--- src/rtl/gpio_pkg.sv ---
package gpio_pkg;

  // ----------------------------------------------------------------
  // Geometry
  // ----------------------------------------------------------------
  localparam int unsigned PORT_WIDTH = 8;
  localparam int unsigned ADDR_WIDTH = 5;
  localparam int unsigned DATA_WIDTH = 32;

  // ----------------------------------------------------------------
  // Register byte offsets
  // ----------------------------------------------------------------
  localparam logic [ADDR_WIDTH-1:0] FIRST_DIR_OFFSET   = 5'h00;
  localparam logic [ADDR_WIDTH-1:0] FIRST_DATA_OFFSET  = 5'h04;
  localparam logic [ADDR_WIDTH-1:0] FIRST_PULL_OFFSET  = 5'h08;
  localparam logic [ADDR_WIDTH-1:0] SECOND_DIR_OFFSET  = 5'h0C;
  localparam logic [ADDR_WIDTH-1:0] SECOND_DATA_OFFSET = 5'h10;
  localparam logic [ADDR_WIDTH-1:0] SECOND_PULL_OFFSET = 5'h14;

  // ----------------------------------------------------------------
  // Reset values and fixed answers
  // ----------------------------------------------------------------
  localparam logic [7:0]  DIR_RESET      = 8'h00;
  localparam logic [7:0]  DATA_RESET     = 8'h00;
  localparam logic [7:0]  PULL_RESET     = 8'h00;
  localparam logic [7:0]  DIR_READ_VALUE = 8'hFF;
  localparam logic [1:0]  RESP_OKAY      = 2'b00;
  localparam logic [1:0]  RESP_SLVERR    = 2'b10;

  // ----------------------------------------------------------------
  // Pin group of one port
  // ----------------------------------------------------------------
  typedef struct packed {
    logic [7:0] out_val;
    logic [7:0] oe_n;
    logic [7:0] pull_en;
  } pin_drive_s;

endpackage : gpio_pkg

--- src/rtl/dual_byte_gpio_ports.sv ---
// The address map and register access over AXI4-Lite are this design's own decisions.
`timescale 1ns/1ps
`default_nettype none

module dual_byte_gpio_ports
  import gpio_pkg::*;
#(
  parameter int unsigned WIDTH = gpio_pkg::PORT_WIDTH
) (
  // Clock and reset
  input  wire logic                                clk_sys,
  input  wire logic                                rstn,
  // AXI4-Lite write address
  input  wire logic [gpio_pkg::ADDR_WIDTH-1:0]     s_axi_awaddr,
  input  wire logic                                s_axi_awvalid,
  output logic                                     s_axi_awready,
  // AXI4-Lite write data
  input  wire logic [gpio_pkg::DATA_WIDTH-1:0]     s_axi_wdata,
  input  wire logic [3:0]                          s_axi_wstrb,
  input  wire logic                                s_axi_wvalid,
  output logic                                     s_axi_wready,
  // AXI4-Lite write response
  output logic [1:0]                               s_axi_bresp,
  output logic                                     s_axi_bvalid,
  input  wire logic                                s_axi_bready,
  // AXI4-Lite read address
  input  wire logic [gpio_pkg::ADDR_WIDTH-1:0]     s_axi_araddr,
  input  wire logic                                s_axi_arvalid,
  output logic                                     s_axi_arready,
  // AXI4-Lite read data
  output logic [gpio_pkg::DATA_WIDTH-1:0]          s_axi_rdata,
  output logic [1:0]                               s_axi_rresp,
  output logic                                     s_axi_rvalid,
  input  wire logic                                s_axi_rready,
  // First port pins
  input  wire logic [WIDTH-1:0]                    first_port_pin_in,
  output gpio_pkg::pin_drive_s                     first_port_pin,
  // Second port pins
  input  wire logic [WIDTH-1:0]                    second_port_pin_in,
  output gpio_pkg::pin_drive_s                     second_port_pin
);
  import gpio_pkg::*;

  // ----------------------------------------------------------------
  // Register storage
  // ----------------------------------------------------------------
  logic [WIDTH-1:0] first_port_direction_reg;
  logic [WIDTH-1:0] first_port_output_data_reg;
  logic [WIDTH-1:0] first_port_pullup_enable_reg;
  logic [WIDTH-1:0] second_port_direction_reg;
  logic [WIDTH-1:0] second_port_output_data_reg;
  logic [WIDTH-1:0] second_port_pullup_enable_reg;

  // ----------------------------------------------------------------
  // Pin input synchronisers
  // ----------------------------------------------------------------
  logic [WIDTH-1:0] first_meta_reg;
  logic [WIDTH-1:0] first_sync_reg;
  logic [WIDTH-1:0] first_stage_reg;
  logic [WIDTH-1:0] first_level_reg;
  logic [WIDTH-1:0] second_meta_reg;
  logic [WIDTH-1:0] second_sync_reg;
  logic [WIDTH-1:0] second_stage_reg;
  logic [WIDTH-1:0] second_level_reg;

  // Three stages; a level is accepted only when stages two and three agree
  always_ff @(posedge clk_sys or negedge rstn) begin
    if (!rstn) begin
      first_meta_reg   <= '0;
      first_sync_reg   <= '0;
      first_stage_reg  <= '0;
      second_meta_reg  <= '0;
      second_sync_reg  <= '0;
      second_stage_reg <= '0;
    end else begin
      first_meta_reg   <= first_port_pin_in;
      first_sync_reg   <= first_meta_reg;
      first_stage_reg  <= first_sync_reg;
      second_meta_reg  <= second_port_pin_in;
      second_sync_reg  <= second_meta_reg;
      second_stage_reg <= second_sync_reg;
    end
  end

  // Per-bit agreement filter keeps a glitch from reaching a read
  wire [WIDTH-1:0] first_agree  = ~(first_sync_reg ^ first_stage_reg);
  wire [WIDTH-1:0] second_agree = ~(second_sync_reg ^ second_stage_reg);
  wire [WIDTH-1:0] first_level_next  = (first_agree & first_stage_reg)
                                     | (~first_agree & first_level_reg);
  wire [WIDTH-1:0] second_level_next = (second_agree & second_stage_reg)
                                     | (~second_agree & second_level_reg);

  always_ff @(posedge clk_sys or negedge rstn) begin
    if (!rstn) begin
      first_level_reg  <= '0;
      second_level_reg <= '0;
    end else begin
      first_level_reg  <= first_level_next;
      second_level_reg <= second_level_next;
    end
  end

  // ----------------------------------------------------------------
  // Helper functions
  // ----------------------------------------------------------------
  // Output bits read the latch, input bits read the pin
  function automatic logic [WIDTH-1:0] port_read(input logic [WIDTH-1:0] dir,
                                                 input logic [WIDTH-1:0] latch,
                                                 input logic [WIDTH-1:0] pins);
    port_read = (dir & latch) | (~dir & pins);
  endfunction : port_read

  // Byte-lane merge; only lane 0 carries register bits
  function automatic logic [WIDTH-1:0] lane_merge(input logic [WIDTH-1:0] old_val,
                                                  input logic [31:0]      wdata,
                                                  input logic [3:0]       strb);
    lane_merge = strb[0] ? wdata[WIDTH-1:0] : old_val;
  endfunction : lane_merge

  // ----------------------------------------------------------------
  // AXI4-Lite write path
  // ----------------------------------------------------------------
  logic [ADDR_WIDTH-1:0] aw_addr_reg;
  logic                  aw_held_reg;
  logic [31:0]           w_data_reg;
  logic [3:0]            w_strb_reg;
  logic                  w_held_reg;

  // Address and data may arrive in either order; each is held until both exist
  wire aw_take   = s_axi_awvalid & s_axi_awready;
  wire w_take    = s_axi_wvalid & s_axi_wready;
  wire do_write  = aw_held_reg & w_held_reg & ~s_axi_bvalid;
  wire wr_first_dir   = do_write && aw_addr_reg == FIRST_DIR_OFFSET;
  wire wr_first_data  = do_write && aw_addr_reg == FIRST_DATA_OFFSET;
  wire wr_first_pull  = do_write && aw_addr_reg == FIRST_PULL_OFFSET;
  wire wr_second_dir  = do_write && aw_addr_reg == SECOND_DIR_OFFSET;
  wire wr_second_data = do_write && aw_addr_reg == SECOND_DATA_OFFSET;
  wire wr_second_pull = do_write && aw_addr_reg == SECOND_PULL_OFFSET;
  wire wr_mapped      = wr_first_dir | wr_first_data | wr_first_pull
                      | wr_second_dir | wr_second_data | wr_second_pull;

  always_ff @(posedge clk_sys or negedge rstn) begin
    if (!rstn) begin
      aw_addr_reg   <= '0;
      aw_held_reg   <= 1'b0;
      w_data_reg    <= '0;
      w_strb_reg    <= '0;
      w_held_reg    <= 1'b0;
      s_axi_awready <= 1'b0;
      s_axi_wready  <= 1'b0;
      s_axi_bvalid  <= 1'b0;
      s_axi_bresp   <= RESP_OKAY;
    end else begin
      s_axi_awready <= ~aw_held_reg & ~aw_take & ~s_axi_bvalid;
      s_axi_wready  <= ~w_held_reg & ~w_take & ~s_axi_bvalid;
      if (aw_take) begin
        aw_addr_reg <= s_axi_awaddr;
        aw_held_reg <= 1'b1;
      end
      if (w_take) begin
        w_data_reg <= s_axi_wdata;
        w_strb_reg <= s_axi_wstrb;
        w_held_reg <= 1'b1;
      end
      if (do_write) begin
        aw_held_reg  <= 1'b0;
        w_held_reg   <= 1'b0;
        s_axi_bvalid <= 1'b1;
        s_axi_bresp  <= wr_mapped ? RESP_OKAY : RESP_SLVERR;
      end else if (s_axi_bvalid && s_axi_bready) begin
        s_axi_bvalid <= 1'b0;
      end
    end
  end

  // Register updates; directions and data all reset to input, low, no pull-up
  always_ff @(posedge clk_sys or negedge rstn) begin
    if (!rstn) begin
      first_port_direction_reg      <= DIR_RESET;
      first_port_output_data_reg    <= DATA_RESET;
      first_port_pullup_enable_reg  <= PULL_RESET;
      second_port_direction_reg     <= DIR_RESET;
      second_port_output_data_reg   <= DATA_RESET;
      second_port_pullup_enable_reg <= PULL_RESET;
    end else begin
      if (wr_first_dir)
        first_port_direction_reg <= lane_merge(first_port_direction_reg,
                                               w_data_reg, w_strb_reg);
      if (wr_first_data)
        first_port_output_data_reg <= lane_merge(first_port_output_data_reg,
                                                 w_data_reg, w_strb_reg);
      if (wr_first_pull)
        first_port_pullup_enable_reg <= lane_merge(first_port_pullup_enable_reg,
                                                   w_data_reg, w_strb_reg);
      if (wr_second_dir)
        second_port_direction_reg <= lane_merge(second_port_direction_reg,
                                                w_data_reg, w_strb_reg);
      if (wr_second_data)
        second_port_output_data_reg <= lane_merge(second_port_output_data_reg,
                                                  w_data_reg, w_strb_reg);
      if (wr_second_pull)
        second_port_pullup_enable_reg <= lane_merge(second_port_pullup_enable_reg,
                                                    w_data_reg, w_strb_reg);
    end
  end

  // ----------------------------------------------------------------
  // AXI4-Lite read path
  // ----------------------------------------------------------------
  wire [WIDTH-1:0] first_read  = port_read(first_port_direction_reg,
                                           first_port_output_data_reg,
                                           first_level_reg);
  wire [WIDTH-1:0] second_read = port_read(second_port_direction_reg,
                                           second_port_output_data_reg,
                                           second_level_reg);
  wire             ar_take     = s_axi_arvalid & s_axi_arready;
  logic [WIDTH-1:0] rd_byte;
  logic             rd_mapped;

  // Address decode; write-only directions answer a constant
  always_comb begin
    rd_mapped = 1'b1;
    if (s_axi_araddr == FIRST_DIR_OFFSET) begin
      rd_byte = DIR_READ_VALUE;
    end else if (s_axi_araddr == FIRST_DATA_OFFSET) begin
      rd_byte = first_read;
    end else if (s_axi_araddr == FIRST_PULL_OFFSET) begin
      rd_byte = first_port_pullup_enable_reg;
    end else if (s_axi_araddr == SECOND_DIR_OFFSET) begin
      rd_byte = DIR_READ_VALUE;
    end else if (s_axi_araddr == SECOND_DATA_OFFSET) begin
      rd_byte = second_read;
    end else if (s_axi_araddr == SECOND_PULL_OFFSET) begin
      rd_byte = second_port_pullup_enable_reg;
    end else begin
      rd_byte   = '0;
      rd_mapped = 1'b0;
    end
  end

  always_ff @(posedge clk_sys or negedge rstn) begin
    if (!rstn) begin
      s_axi_arready <= 1'b0;
      s_axi_rvalid  <= 1'b0;
      s_axi_rdata   <= '0;
      s_axi_rresp   <= RESP_OKAY;
    end else begin
      s_axi_arready <= ~s_axi_rvalid & ~ar_take;
      if (ar_take) begin
        s_axi_rvalid <= 1'b1;
        s_axi_rdata  <= {{(DATA_WIDTH-WIDTH){1'b0}}, rd_byte};
        s_axi_rresp  <= rd_mapped ? RESP_OKAY : RESP_SLVERR;
      end else if (s_axi_rvalid && s_axi_rready) begin
        s_axi_rvalid <= 1'b0;
      end
    end
  end

  // ----------------------------------------------------------------
  // Pin drive
  // ----------------------------------------------------------------
  // Pull-up only on an input pin with its enable set; reset clears both
  wire [WIDTH-1:0] first_pull_on  = ~first_port_direction_reg
                                  & first_port_pullup_enable_reg;
  wire [WIDTH-1:0] second_pull_on = ~second_port_direction_reg
                                  & second_port_pullup_enable_reg;

  // Registered so every pin output comes from a flop; one cycle behind registers
  always_ff @(posedge clk_sys or negedge rstn) begin
    if (!rstn) begin
      first_port_pin  <= '{out_val: DATA_RESET, oe_n: 8'hFF, pull_en: PULL_RESET};
      second_port_pin <= '{out_val: DATA_RESET, oe_n: 8'hFF, pull_en: PULL_RESET};
    end else begin
      first_port_pin.out_val  <= first_port_output_data_reg;
      first_port_pin.oe_n     <= ~first_port_direction_reg;
      first_port_pin.pull_en  <= first_pull_on;
      second_port_pin.out_val <= second_port_output_data_reg;
      second_port_pin.oe_n    <= ~second_port_direction_reg;
      second_port_pin.pull_en <= second_pull_on;
    end
  end

endmodule : dual_byte_gpio_ports

`default_nettype wire

--- config.mk ---
export PLATFORM = sky130hd
export DESIGN_NAME = dual_byte_gpio_ports
export DESIGN_NICKNAME = d
export VERILOG_FILES = /design/src/rtl/gpio_pkg.sv /design/src/rtl/dual_byte_gpio_ports.sv
export SDC_FILE = /design/constraint.sdc
export NUM_CORES = 1
export LEC_CHECK = 0
export BUFFER_PORTS_ARGS = -buffer_cell sky130_fd_sc_hd__buf_4
export CAP_MARGIN = 20
export CORE_MARGIN = 4
export CORE_UTILIZATION = 45
export CTS_CLUSTER_DIAMETER = 120
export CTS_CLUSTER_SIZE = 12
export DETAILED_ROUTE_END_ITERATION = 10
export GPL_TIMING_DRIVEN = 1
export PLACE_DENSITY_LB_ADDON = 0.12
export SLEW_MARGIN = 20
export SYNTH_ARGS = -nofsm -noshare
export SYNTH_HDL_FRONTEND = slang
export SYNTH_SLANG_ARGS = --single-unit
export TNS_END_PERCENT = 20
--- constraint.sdc ---
create_clock -name clk_sys -period 1.95 [get_ports clk_sys]
set_clock_uncertainty 0.05 [all_clocks]
set_input_delay 0.2925 -clock clk_sys [delete_from_list [all_inputs] [get_ports clk_sys]]
set_output_delay 0.2925 -clock clk_sys [all_outputs]
set_load 0.01 [all_outputs]
==> impl_metrics.json <==
{
  "run_status": "finished with violations",
  "violated_checks": "setup timing",
  "top_regs": "first_port_pin: 24 flops, second_port_pin: 24 flops",
  "crit_type": "flip-flop to flip-flop",
  "gp_congestion": 0.810,
  "cp_capture_point": "first_port_pullup_enable_reg[5]",
  "async_flop_share": 1.00,
  "detailedPlacementHpwl_mm": 9.85,
  "synth.ff_latch_count": 191,
  "boundaryPins": 158,
  "dpl_worst_slack_ns": -0.0370,
  "filler_cells": 1174,
  "first_global_vias": 4327,
  "postSynthAreaPerCell_um2": 15.2,
  "worst_r2r_startpoint": "aw_addr_reg[0]",
  "rsz0062_at_grt": "true",
  "drt_first_pass_iters": 4,
  "crit-reg2reg-capture": "first_port_pullup_enable_reg[5]",
  "fp-row-count": 44,
  "port_buffer_cells": 104,
  "antenna_cell_count": 0,
  "drive_gt1_frac": 0.393,
  "static-leakage-power_nw": 4.11,
  "intPower_mw": 8.84,
  "final.period_utilization": 1.01,
  "crit_path_max_fanout": 8,
  "crit_path_start": "aw_addr_reg[0]",
  "drc_marker_count_from_the_first_detailed_route_iteration": 153,
  "post-synth-top-count-cell": "sky130_fd_sc_hd__dfrtp_1",
  "p_switching_mw": 3.54,
  "worstPathArrival_ns": 2.23,
  "worstRegToRegCells": 5,
  "fin_crit_ns": 1.96,
  "grtUsageTotal": 0.171,
  "yosysTopAreaCellShare": 0.637,
  "cts_buffer_depth": 2,
  "yosys-top-cells-count": "175 x sky130_fd_sc_hd__dfrtp_1, 62 x sky130_fd_sc_hd__mux2_2, 27 x sky130_fd_sc_hd__buf_4",
  "switching_share": 0.286,
  "yosys.cell_types.count": 36,
  "share_clk_of_total_power": 0.290,
  "cts_tree": "yes",
  "dpl_cell_area_um2": 7950,
  "finalWorstSetupSlack_ns": -0.0120,
  "synthesis.instances": 453,
  "start_util": 0.466,
  "cap_viol_max_count": 0,
  "portion_of_the_post_synthesis_area_used_by_sequential_elements": 0.698,
  "master_cell_of_the_clock_root_buffer": "sky130_fd_sc_hd__clkbuf_16",
  "report.final.setup_viol": 3,
  "worst_ep_required_time_ns": 2.22,
  "worstSetupEndpointType": "flip-flop",
  "hold_violations": 0,
  "total_power_density_per_cell_area_nw_per_um2": 1410,
  "timing.fmax_ghz": 0.510,
  "vias_per_cell": 4.91,
  "setup.worst_path.start_class": "flip-flop",
  "die-height_um": 132,
  "multi_input_comb_area_um2": 1870,
  "synth_enable_flop_cells": 0,
  "clock_sink_count": 191,
  "antenna_left": 0,
  "hp-class": "input pin to flip-flop",
  "largest_net_degree_at_the_start_of_global_routing": 46,
  "floorplan.core_area_um2": 14800,
  "wire_length_of_the_first_global_routing_pass_mm": 23.0,
  "floorplan.die.width_um": 132,
  "grt_antenna_before_repair": 0,
  "power.total_mw": 12.4,
  "sequential_cell_area_um2": 4800,
  "critical-path-max-stage-delay_ns": 0.40,
  "htree_levels": 4,
  "comb_power_share": 0.218,
  "synthToLayoutAreaGrowth_pct": 27.7,
  "yosys_synthesis_warning_count": 0,
  "wire_per_inst_um": 17.3,
  "finalInstanceArea_um2": 8780,
  "ys_top_cells_by_area": "sky130_fd_sc_hd__dfrtp_1 64%, sky130_fd_sc_hd__mux2_2 10%, sky130_fd_sc_hd__dfstp_2 6.1%",
  "path_cells": "or3b_4, or2_4, nor4b_4, buf_6, mux2_2",
  "peakVddDrop_v": 0.000736,
  "synth_flop_cell": "sky130_fd_sc_hd__dfrtp_1",
  "timing.critical_path.slowest_stage_cell": "sky130_fd_sc_hd__or3b_4",
  "numCtsBuffers": 17,
  "clkTransAtPathRegs_ns": 0.07,
  "grt.overflow.total": 0,
  "rrSetupSlack_ns": -0.01,
  "worst_skew_pair.late_latency_ns": 0.43,
  "power_frac_seq": 0.492,
  "finalWirelength_mm": 13.8,
  "maxSlewViolCount": 0,
  "synth.largest_area_cell": "sky130_fd_sc_hd__dfrtp_1",
  "fp.dieArea_um2": 17300,
  "drc": 0,
  "num_vias": 3920,
  "synthesis.area_um2": 6870,
  "num-nets-final": 671
}
worst max-delay path: cells and delay by family (launching register included):
kind	cells	cell delay (ns)
simple gates	3	0.90
flops	1	0.38
mux	1	0.34
buf+inv	1	0.18
how the worst min path moves through the flow:
stage                              start                         end  slack [ns]  depth (start not counted)
after floorplan                     rstn  asynchronous set/reset pin       -0.05                          0
after global placement              rstn           first_meta_reg[7]        0.20                          1
after detailed placement            rstn          second_sync_reg[7]        0.20                          1
after CTS                 s_axi_wdata[2]               w_data_reg[2]        0.01                          2
after global routing      s_axi_wdata[2]               w_data_reg[2]        0.01                          2
final                     s_axi_wdata[2]               w_data_reg[2]        0.04                          2
timing repair:
action / 4_1_cts / 5_1_grt
hold buffers: 18 / 0
pin swaps: 1 / 0
gates resized for setup: 4 / 2
setup buffers: 0 / 2
hold endpoints to repair: 53 / 0
setup endpoints to repair: 20 / 26
through the flow:
| stage | hold slack (ns) | cells | setup TNS [ns] | util |
|---|---|---|---|---|
| final | 0.0352 | 799 | -0.0242 | 0.595 |
| after global routing | 0.0139 | 799 | -0.698 | 0.595 |
| after CTS | 0.0139 | 797 | -0.0363 | 0.594 |
| after detailed placement | 0.203 | 747 | -0.346 | 0.539 |
| after global placement | 0.201 | 747 | -0.0162 | 0.539 |
| after floorplan | -0.0531 | 478 | -0.131 | - |
metal layers:
metal,share of wire,track usage,wire length (µm),vias to the layer above
met3,0.049,0.0554,681,17
li1,-,-,-,1817
met1,0.45,0.224,6170,1988
met5,0,0,0,-
met4,0.017,0.0648,229,0
met2,0.49,0.267,6710,98
cells by family after synthesis:
family	synth area share
flops	0.698
mux	0.125
simple gates	0.0652
buf+inv	0.0460
compound gates	0.0419
fa+ha+maj	0.0233
other cells	0.000546
cell usage in the layout, fill, tap and decap left out, drive strengths merged, types with 2 or more instances in the layout:
master       instances
a21oi               12
a2bb2oi              8
and2                 3
buf                126
bufinv               3
clkbuf              19
clkinvlp             5
conb                26
dfrtp              175
dfstp               16
dlygate4sd3         18
inv                 23
maj3                16
mux2                62
mux2i               16
nand2                3
nand2b               5
nand3b               2
nand4b               8
nor2                12
nor2b               16
nor3                10
o21ai               10
o32a                 8
or2                  2
power by group through the flow:
stage / Clock (mW) / Sequential (mW) / Combinational, mW
2_1_floorplan: 0 / 6.09 / 1.15
3_3_place_gp: 0 / 6.11 / 2.61
3_5_place_dp: 0 / 6.17 / 2.66
4_1_cts: 3.69 / 6.11 / 2.71
5_1_grt: 3.85 / 6.25 / 2.94
6_report: 3.59 / 6.09 / 2.70
cell type report:
cell class,count,area share
Sequential cell,191,0.547
Clock buffer,19,0.0504
Clock inverter,13,0.0198
Timing Repair Buffer,144,0.137
Multi-Input combinational cell,230,0.213
Tap cell,184,0.0262
Inverter,18,0.00769
Power figures use the tool's default switching activity.
